$ cat config.mk
export PLATFORM = sky130hd
export DESIGN_NAME = istp_top
export DESIGN_NICKNAME = d
export VERILOG_FILES = /design/src/core/istp_pkg.sv /design/src/core/istp_sync.sv /design/src/core/istp_top.sv
export VERILOG_INCLUDE_DIRS = /design/src /design/src/core
export SDC_FILE = /design/constraint.sdc
export NUM_CORES = 1
export LEC_CHECK = 0
export BUFFER_PORTS_ARGS = -buffer_cell sky130_fd_sc_hd__clkbuf_2
export CELL_PAD_IN_SITES_DETAIL_PLACEMENT = 1
export CELL_PAD_IN_SITES_GLOBAL_PLACEMENT = 1
export CORE_ASPECT_RATIO = 1.25
export CORE_MARGIN = 5
export CORE_UTILIZATION = 39
export DETAILED_ROUTE_END_ITERATION = 7
export PLACE_DENSITY = 0.87
export SLEW_MARGIN = 10
export SYNTH_ARGS = -nofsm -noshare
export SYNTH_HDL_FRONTEND = slang
export SYNTH_SLANG_ARGS = --single-unit
$ cat constraint.sdc
create_clock -name mclk_i -period 6.05 [get_ports mclk_i]
set_clock_uncertainty 0.1 [all_clocks]
set_input_delay 0.3025 -clock mclk_i [delete_from_list [all_inputs] [get_ports mclk_i]]
set_output_delay 0.3025 -clock mclk_i [all_outputs]
set_load 0.01 [all_outputs]
$ cat src/core/istp_params.svh
`ifndef ISTP_PARAMS_SVH
`define ISTP_PARAMS_SVH

// ----------------------------------------------------------------
// register byte offsets
// ----------------------------------------------------------------
`define ISTP_OFF_CTRL      12'h000
`define ISTP_OFF_CFG       12'h004
`define ISTP_OFF_STATUS    12'h008
`define ISTP_OFF_IRQ_STAT  12'h00c
`define ISTP_OFF_IRQ_CLR   12'h010
`define ISTP_OFF_IRQ_EN    12'h014
`define ISTP_OFF_DATA      12'h018

// ----------------------------------------------------------------
// bus_control_register fields
// ----------------------------------------------------------------
`define ISTP_CTRL_STOP     0
`define ISTP_CTRL_START    1
`define ISTP_CTRL_ACKE     2
`define ISTP_CTRL_WTIM     3
`define ISTP_CTRL_WREL     5
`define ISTP_CTRL_OPEN     7
`define ISTP_CTRL_RW_MASK  8'h8c
`define ISTP_CTRL_RST      8'h00

// ----------------------------------------------------------------
// configuration, status and interrupt fields
// ----------------------------------------------------------------
`define ISTP_CFG_RSVDIS    0
`define ISTP_CFG_RST       8'h00
`define ISTP_ST_MASTER     0
`define ISTP_ST_WAIT       1
`define ISTP_ST_BUSY       2
`define ISTP_ST_FIRSTSTOP  3
`define ISTP_ST_RSVPEND    4
`define ISTP_EV_DONE       0
`define ISTP_EV_BUSSTOP    1
`define ISTP_EV_REFUSE     2
`define ISTP_EV_NINTH      3
`define ISTP_IRQ_RST       4'h0
`define ISTP_DATA_RST      8'h00

// ----------------------------------------------------------------
// timing
// ----------------------------------------------------------------
`define ISTP_CLK_MHZ       50
`define ISTP_T_SETUP_NS    4700
`define ISTP_T_HOLD_NS     4000
`define ISTP_SETUP_CYC     ((`ISTP_T_SETUP_NS*`ISTP_CLK_MHZ+999)/1000)
`define ISTP_HOLD_CYC      ((`ISTP_T_HOLD_NS*`ISTP_CLK_MHZ+999)/1000)

`endif

$ cat src/core/istp_pkg.sv
package istp_pkg;

  // ----------------------------------------------------------------
  // stop sequencer states, gray along the path
  // ----------------------------------------------------------------
  typedef enum logic [2:0] {
    ST_IDLE    = 3'h0,
    ST_SDA_LOW = 3'h1,
    ST_SCL_REL = 3'h3,
    ST_HOLD    = 3'h2,
    ST_SDA_REL = 3'h6
  } istp_state_type;

endpackage

$ cat src/core/istp_sync.sv
`timescale 1ns/1ps

// two-stage synchroniser for a pin level
module istp_sync (
  input  wire logic mclk_i,
  input  wire logic rst_i,
  input  wire logic ce_i,
  input  wire logic rst_val_i,
  input  wire logic d_i,
  output logic      q_o
);

  logic meta_ff;
  logic sync_ff;
  logic nxt_meta;
  logic nxt_sync;

  // ----------------------------------------------------------------
  // next values
  // ----------------------------------------------------------------
  always_comb begin
    nxt_meta = d_i;
    nxt_sync = meta_ff;
  end

  // first stage feeds only the second stage
  always_ff @(posedge mclk_i) begin
    if (rst_i) begin
      meta_ff <= rst_val_i;
      sync_ff <= rst_val_i;
    end else if (ce_i) begin
      meta_ff <= nxt_meta;
      sync_ff <= nxt_sync;
    end
  end

  assign q_o = sync_ff;

endmodule

$ cat src/core/istp_top.sv
`timescale 1ns/1ps
`include "istp_params.svh"

// Summary of operation
// writing stop_trigger 1 issues a stop; writing 0 does nothing.
// hold data low, release clock until high, wait hold, release data.
// in master reception set stop only with ack off, in final wait.
// in master transmission set stop only during the wait period.
// software never writes stop and start triggers together.
// a stop trigger set is accepted only while acting as bus master.
// with reservation on, software issues one stop before first bus stop.
// wait_timing_select 0 after eight clocks: stop in ninth clock high.
// for ninth-clock ack, switch timing, release wait, stop after ninth.
// while stop_trigger is 1, further writes of 1 are ignored.
// stop_trigger always reads back as 0.
// reservation_disable 0 enables reservation, 1 disables it.
// stop_trigger clears after the stop, on disable and at reset.
// an accepted stop trigger also releases a pending wait.
module istp_top (
  input  wire logic        mclk_i,
  input  wire logic        rst_i,
  input  wire logic        ce_i,
  input  wire logic        psel_i,
  input  wire logic        penable_i,
  input  wire logic        pwrite_i,
  input  wire logic [11:0] paddr_i,
  input  wire logic [31:0] pwdata_i,
  input  wire logic [3:0]  pstrb_i,
  output logic      [31:0] prdata_o,
  output logic             pready_o,
  output logic             pslverr_o,
  input  wire logic        scl_i,
  output logic             scl_o,
  output logic             scl_oe_o,
  input  wire logic        sda_i,
  output logic             sda_o,
  output logic             sda_oe_o,
  input  wire logic        master_i,
  input  wire logic        wait_i,
  input  wire logic        wait8_i,
  output logic             wait_release_o,
  output logic             start_req_o,
  output logic             ack_enable_o,
  output logic             wait_timing_o,
  output logic             reservation_en_o,
  output logic             stop_busy_o,
  output logic             irq_o
);

  localparam logic [8:0] SETUP_CYC = 9'(`ISTP_SETUP_CYC);
  localparam logic [8:0] HOLD_CYC  = 9'(`ISTP_HOLD_CYC);

  // ----------------------------------------------------------------
  // declarations
  // ----------------------------------------------------------------
  istp_pkg::istp_state_type st_ff, nxt_st;
  logic [7:0]  ctrl_ff, nxt_ctrl;
  logic [7:0]  cfg_ff, nxt_cfg;
  logic [7:0]  data_ff, nxt_data;
  logic [3:0]  irq_stat_ff, nxt_irq_stat;
  logic [3:0]  irq_en_ff, nxt_irq_en;
  logic [8:0]  cnt_ff, nxt_cnt;
  logic [31:0] prdata_ff, nxt_prdata;
  logic        trig_ff, nxt_trig;
  logic        ninth_ff, nxt_ninth;
  logic        first_stop_ff, nxt_first_stop;
  logic        wrel_ff, nxt_wrel;
  logic        start_ff, nxt_start;
  logic        loaded_ff, nxt_loaded;
  logic        sda_q_ff, nxt_sda_q;
  logic        scl_s, sda_s;
  logic        access, wr, hit;
  logic        wr_ctrl, set_req, both_req, accept, refuse, bus_stop;
  logic [7:0]  wdata;
  logic [3:0]  ev;
  logic [31:0] rdata;

  // ----------------------------------------------------------------
  // pin synchronisers
  // ----------------------------------------------------------------
  istp_sync u_scl_sync (
    .mclk_i    (mclk_i),
    .rst_i     (rst_i),
    .ce_i      (ce_i),
    .rst_val_i (1'b1),
    .d_i       (scl_i),
    .q_o       (scl_s)
  );

  istp_sync u_sda_sync (
    .mclk_i    (mclk_i),
    .rst_i     (rst_i),
    .ce_i      (ce_i),
    .rst_val_i (1'b1),
    .d_i       (sda_i),
    .q_o       (sda_s)
  );

  // ----------------------------------------------------------------
  // apb decode and read mux
  // ----------------------------------------------------------------
  always_comb begin
    access = psel_i & penable_i;
    wr     = access & pwrite_i & pready_o & pstrb_i[0];
    wdata  = pwdata_i[7:0];
    hit    = (paddr_i == `ISTP_OFF_CTRL)     |
             (paddr_i == `ISTP_OFF_CFG)      |
             (paddr_i == `ISTP_OFF_STATUS)   |
             (paddr_i == `ISTP_OFF_IRQ_STAT) |
             (paddr_i == `ISTP_OFF_IRQ_CLR)  |
             (paddr_i == `ISTP_OFF_IRQ_EN)   |
             (paddr_i == `ISTP_OFF_DATA);
    rdata  = 32'h0000_0000;
    case (paddr_i)
      `ISTP_OFF_CTRL:     rdata[7:0] = ctrl_ff & `ISTP_CTRL_RW_MASK;
      `ISTP_OFF_CFG:      rdata[7:0] = cfg_ff;
      `ISTP_OFF_STATUS: begin
        rdata[`ISTP_ST_MASTER]    = master_i;
        rdata[`ISTP_ST_WAIT]      = wait_i;
        rdata[`ISTP_ST_BUSY]      = trig_ff;
        rdata[`ISTP_ST_FIRSTSTOP] = first_stop_ff;
        rdata[`ISTP_ST_RSVPEND]   = reservation_en_o &
                                    ctrl_ff[`ISTP_CTRL_OPEN] &
                                    ~first_stop_ff;
      end
      `ISTP_OFF_IRQ_STAT: rdata[3:0] = irq_stat_ff;
      `ISTP_OFF_IRQ_EN:   rdata[3:0] = irq_en_ff;
      `ISTP_OFF_DATA:     rdata[7:0] = data_ff;
      default:            rdata = 32'h0000_0000;
    endcase
  end

  // ----------------------------------------------------------------
  // trigger acceptance and bus stop detection
  // ----------------------------------------------------------------
  always_comb begin
    wr_ctrl  = wr & (paddr_i == `ISTP_OFF_CTRL);
    set_req  = wr_ctrl & wdata[`ISTP_CTRL_STOP];
    both_req = set_req & wdata[`ISTP_CTRL_START];
    accept   = set_req & ~both_req & master_i & ~trig_ff &
               wdata[`ISTP_CTRL_OPEN];
    refuse   = set_req & ~accept;
    bus_stop = ~sda_q_ff & sda_s & scl_s;
    ev       = 4'h0;
    ev[`ISTP_EV_BUSSTOP] = bus_stop;
    ev[`ISTP_EV_REFUSE]  = refuse;
    ev[`ISTP_EV_DONE]    = (st_ff == istp_pkg::ST_SDA_REL);
    ev[`ISTP_EV_NINTH]   = (st_ff == istp_pkg::ST_SDA_REL) & ninth_ff;
  end

  // ----------------------------------------------------------------
  // register and sequencer next values
  // ----------------------------------------------------------------
  always_comb begin
    nxt_ctrl       = ctrl_ff;
    nxt_cfg        = cfg_ff;
    nxt_data       = data_ff;
    nxt_irq_en     = irq_en_ff;
    nxt_st         = st_ff;
    nxt_cnt        = cnt_ff;
    nxt_trig       = trig_ff;
    nxt_ninth      = ninth_ff;
    nxt_first_stop = first_stop_ff | bus_stop;
    nxt_sda_q      = sda_s;
    nxt_loaded     = psel_i & ~(penable_i & pready_o);
    nxt_prdata     = psel_i ? rdata : prdata_ff;
    nxt_start      = wr_ctrl & wdata[`ISTP_CTRL_START] &
                     ~wdata[`ISTP_CTRL_STOP];
    nxt_wrel       = accept |
                     (wr_ctrl & wdata[`ISTP_CTRL_WREL]) |
                     (wr & (paddr_i == `ISTP_OFF_DATA));
    // set wins over clear
    nxt_irq_stat   = irq_stat_ff | ev;
    if (wr) begin
      case (paddr_i)
        `ISTP_OFF_CTRL:    nxt_ctrl   = wdata & `ISTP_CTRL_RW_MASK;
        `ISTP_OFF_CFG:     nxt_cfg    = wdata;
        `ISTP_OFF_IRQ_CLR: nxt_irq_stat = (irq_stat_ff & ~wdata[3:0]) | ev;
        `ISTP_OFF_IRQ_EN:  nxt_irq_en = wdata[3:0];
        `ISTP_OFF_DATA:    nxt_data   = wdata;
        default:           nxt_data   = data_ff;
      endcase
    end
    // stop sequence
    case (st_ff)
      istp_pkg::ST_IDLE: begin
        if (accept) begin
          nxt_trig  = 1'b1;
          nxt_st    = istp_pkg::ST_SDA_LOW;
          nxt_cnt   = SETUP_CYC;
          nxt_ninth = ~ctrl_ff[`ISTP_CTRL_WTIM] & wait8_i;
        end
      end
      istp_pkg::ST_SDA_LOW: begin
        if (cnt_ff == 9'h000) begin
          nxt_st = istp_pkg::ST_SCL_REL;
        end else begin
          nxt_cnt = cnt_ff - 9'h001;
        end
      end
      istp_pkg::ST_SCL_REL: begin
        if (scl_s) begin
          nxt_st  = istp_pkg::ST_HOLD;
          nxt_cnt = HOLD_CYC;
        end
      end
      istp_pkg::ST_HOLD: begin
        if (cnt_ff == 9'h000) begin
          nxt_st = istp_pkg::ST_SDA_REL;
        end else begin
          nxt_cnt = cnt_ff - 9'h001;
        end
      end
      istp_pkg::ST_SDA_REL: begin
        nxt_st   = istp_pkg::ST_IDLE;
        nxt_trig = 1'b0;
      end
      default: begin
        nxt_st   = istp_pkg::ST_IDLE;
        nxt_trig = 1'b0;
      end
    endcase
    // operation disable abandons the stop
    if (~nxt_ctrl[`ISTP_CTRL_OPEN]) begin
      nxt_st         = istp_pkg::ST_IDLE;
      nxt_trig       = 1'b0;
      nxt_first_stop = 1'b0;
    end
  end

  // ----------------------------------------------------------------
  // state registers
  // ----------------------------------------------------------------
  always_ff @(posedge mclk_i) begin
    if (rst_i) begin
      st_ff         <= istp_pkg::ST_IDLE;
      ctrl_ff       <= `ISTP_CTRL_RST;
      cfg_ff        <= `ISTP_CFG_RST;
      data_ff       <= `ISTP_DATA_RST;
      irq_stat_ff   <= `ISTP_IRQ_RST;
      irq_en_ff     <= `ISTP_IRQ_RST;
      cnt_ff        <= 9'h000;
      trig_ff       <= 1'b0;
      ninth_ff      <= 1'b0;
      first_stop_ff <= 1'b0;
      wrel_ff       <= 1'b0;
      start_ff      <= 1'b0;
      loaded_ff     <= 1'b0;
      sda_q_ff      <= 1'b1;
      prdata_ff     <= 32'h0000_0000;
    end else if (ce_i) begin
      st_ff         <= nxt_st;
      ctrl_ff       <= nxt_ctrl;
      cfg_ff        <= nxt_cfg;
      data_ff       <= nxt_data;
      irq_stat_ff   <= nxt_irq_stat;
      irq_en_ff     <= nxt_irq_en;
      cnt_ff        <= nxt_cnt;
      trig_ff       <= nxt_trig;
      ninth_ff      <= nxt_ninth;
      first_stop_ff <= nxt_first_stop;
      wrel_ff       <= nxt_wrel;
      start_ff      <= nxt_start;
      loaded_ff     <= nxt_loaded;
      sda_q_ff      <= nxt_sda_q;
      prdata_ff     <= nxt_prdata;
    end
  end

  // ----------------------------------------------------------------
  // outputs
  // ----------------------------------------------------------------
  // line drive: enable low means pulling the line low
  assign sda_o    = 1'b0;
  assign scl_o    = 1'b0;
  assign sda_oe_o = ~((st_ff == istp_pkg::ST_SDA_LOW) |
                      (st_ff == istp_pkg::ST_SCL_REL) |
                      (st_ff == istp_pkg::ST_HOLD));
  assign scl_oe_o = ~(st_ff == istp_pkg::ST_SDA_LOW);
  assign pready_o = psel_i & penable_i & ce_i & loaded_ff;
  assign pslverr_o = pready_o & ~hit;
  assign prdata_o = prdata_ff;
  assign wait_release_o   = wrel_ff;
  assign start_req_o      = start_ff;
  assign ack_enable_o     = ctrl_ff[`ISTP_CTRL_ACKE];
  assign wait_timing_o    = ctrl_ff[`ISTP_CTRL_WTIM];
  assign reservation_en_o = ~cfg_ff[`ISTP_CFG_RSVDIS];
  assign stop_busy_o      = trig_ff;
  assign irq_o            = |(irq_stat_ff & irq_en_ff);

endmodule

==> results by group <==
Status
  • Status: complete, no violations

Place
  • I/O Buffers: 50
  • DP Wirelength: 6.75 mm
  • GPL Wtd Cong: between 0.8 and 0.9
  • Place WS: around 2.8 ns
  • Area after DPL: ~3200 µm²

Global routing
  • GRT Residual Overflow: 0
  • Total GRT Usage: 19.9%
  • First-pass GRT wire length: approximately 15 mm
  • Largest net degree at the start of global routing: 53
  • Number of global-route vias before repair: approximately 3100
  • Initial antenna violation count: 0

Synth
  • Post-synthesis area per instance: just over 8 µm²
  • Seq cells post-synth: 58
  • Part of the Yosys area used for sequential elements: a little under two fifths
  • EDFF count, synth: 0
  • Ranking of synthesized cells by area: dfxtp_1 (38%), nand2_1 (7.2%), buf_4 (6.7%)
  • Post-synth top area share: roughly two fifths
  • Ys flop type: dfxtp_1
  • Ys Warns: 0
  • Synth cell types: 53
  • Cell count after synthesis: ~380
  • Top cell type by total area after synthesis: dfxtp_1
  • Post-synthesis async set-or-reset flop share: 0%
  • Mapped Area: approximately 3000 µm²

STA
  • Fmax: between 300 and 400 MHz
  • Final setup fails: 0
  • Final setup margin: between 3 and 4 ns
  • Min cycle time layout: about 3.0 ns
  • Relative slew margins: 27.5%
  • RSZ-0062 raised after global routing: no
  • Worst slew pin tran: between 1 and 1.5 ns
  • Final slew viol count: 0
  • Final worst path period share: 49.0%
  • Final TNS setup: 0 ns
  • Final hold vios: 0

Floorplanning
  • Initial core utilization: about two fifths
  • Site Rows: 36
  • Top Ports: 104
  • Die Area: 9680 µm²
  • Vert. Die Dim: ~110 µm
  • Core box area: approximately 7700 µm²
  • Die W: 89.0 µm

Worst setup path
  • Worst reg2reg path depth: 6
  • CP required: 6.19 ns
  • Type of element launching the critical path: flip-flop
  • R2r startpoint: loaded_ff
  • Highest net fanout along the worst path: 12
  • Worst reg2reg endpoint: cnt_ff[7]
  • Critical path endpoint category: flip-flop
  • Flop2flop setup slack: 3.09 ns
  • WS Path Type: flip-flop to flip-flop
  • CP arrival: ~3.1 ns

Run
  • MaxCap Viol Count: 0

Finish
  • Post-layout util: 44.6%
  • Commonest non-fill, non-tap cells in the layout: nand2_1 (58), dfxtp_1 (58), clkbuf_2 (50), nor2_1 (43), a21oi_1 (37)
  • Fraction of layout cells with a size suffix above 1: approximately 17%
  • Area delta synth->final: 12.8%
  • Layout fillers: between 900 and 1000
  • Final #Nets: approximately 480
  • ANT cells: 0
  • Finished Cell Area: around 3400 µm²

Worst hold path
  • Min-delay worst type: input pin to flip-flop
  • Hold EP: u_scl_sync.meta_ff
  • HP Start: scl_i
  • Hold Path Depth: 3

Power and ir drop
  • PwrDens: between 200 and 250 nW/µm²
  • Worst IR Drop VDD: about 0.0002 V
  • Total Power: 816 µW
  • Pleak: between 1 and 1.5 nW

Clock network
  • CTS Sinks: 58
  • CTS tree: built
  • Clk buf depth: 2
  • Clock transition at path regs: 0.07 ns
  • Post_cts resized: 0
  • CTS buffer count: 9
  • Clk root buf: clkbuf_8
  • Skew-Pair Late Insertion Delay: ~0.35 ns
  • Number of setup buffers added after CTS: 0
  • CTS hold repair buffers: 0
  • Level count of the clock H-tree: 3

Drt
  • Via count: 2868
  • DRC Markers: 0
  • Antenna-violating nets left: 0
  • DR pass1 iterations: 5
  • Final wirelength: just over 9 mm
  • DRT iter0 DRCs: 166
  • DR WL/cell: ~18 µm
  • DR vias/cell: 5.55
-- metal layers --
metal	routed length, µm	vias to the layer above	GRT usage [%]
li1	-	1371	-
met3	450	16	5.59
met4	226	0	8.72
met2	4830	80	35.4
met5	0	-	0
met1	3600	1401	21.6
-- per-stage QoR --
| stage | hold slack (ns) | cells |
|---|---|---|
| CTS | 0.0724 | 517 |
| global placement | 0.337 | 501 |
| finish | 0.0801 | 517 |
| global route | 0.104 | 517 |
| floorplan | 0.329 | 401 |
| detailed placement | 0.346 | 501 |
-- cell usage after synthesis (2+ instances only) --
cell type,number
nand2_1,58
nand3_1,7
inv_1,9
mux2i_1,13
a22oi_1,8
ha_1,2
a31oi_1,4
a221oi_1,6
o21ai_0,9
and2_1,2
a21oi_1,37
a32oi_1,4
nor3_1,5
nor2b_1,4
nor2_1,43
a311oi_1,9
nand4_1,5
nor4_1,4
nand3b_1,2
nand2b_1,2
buf_4,27
or3_1,7
clkbuf_1,15
mux4_2,2
nor3b_1,3
and3_1,2
a211oi_1,3
dfxtp_1,58
o31ai_1,2
-- cells by family (layout without fill, tap and decap cells) --
| family | Yosys count | in the layout | share of synthesized area, % |
|---|---|---|---|
| AND/OR/NAND/NOR | 151 | 151 | 23.6 |
| XOR/XNOR | 1 | 1 | 0.288 |
| multiplexers | 16 | 16 | 6.12 |
| other | 1 | 26 | 0.123 |
| AO/OA/AOI/OAI | 92 | 92 | 20.6 |
| buffers and inverters | 55 | 76 | 10.4 |
| adder cells (fa/ha/maj) | 2 | 2 | 0.822 |
| flip-flops | 58 | 58 | 38.1 |
-- power by group --
group	switching [mW]	internal, mW	leakage, nW
sequential	0.00179	0.384	0.468
combinational	0.0415	0.0168	0.816
clock	0.160	0.212	0.0986
-- layout make-up --
type,instances,area (µm²),share of cell area (%)
clock inverter,4,50.0,1.46
timing repair buffer,50,250,7.29
sequential,58,1160,33.8
tap,95,119,3.46
clock buffer,12,155,4.52
multi-input combinational,288,1660,48.4
inverter,10,37.5,1.09
-- sequential cells by signal, summed over array words and instances (netlist names) --
signal	flops
cfg_ff	8
cnt_ff	9
ctrl_ff	3
data_ff	8
first_stop_ff	1
irq_en_ff	4
irq_stat_ff	4
loaded_ff	1
ninth_ff	1
prdata_o	8
sda_q_ff	1
st_ff	3
start_req_o	1
stop_busy_o	1
u_scl_sync.meta_ff	1
u_scl_sync.q_o	1
u_sda_sync.meta_ff	1
u_sda_sync.q_o	1
wait_release_o	1
-- critical path, cell delays in order (launching register included) --
cell	delay [ns]
dfxtp_1	0.36
nand4_1	0.20
nor4_4	0.74
a31oi_1	0.28
a2111oi_4	0.76
a21oi_1	0.13
a311oi_1	0.27
-- worst max-delay path by stage --
stage,to,from,slack (ns),cells past startpoint
final,cnt_ff[7],loaded_ff,3.09,6
after global routing,cnt_ff[6],loaded_ff,2.80,6
after CTS,cnt_ff[7],loaded_ff,3.10,6
after detailed placement,cnt_ff[5],paddr_i[7],2.79,7
after global placement,cnt_ff[5],paddr_i[7],2.91,7
after floorplan,ninth_ff,paddr_i[7],3.74,7
Note: power is estimated with default switching activity, not from simulation.
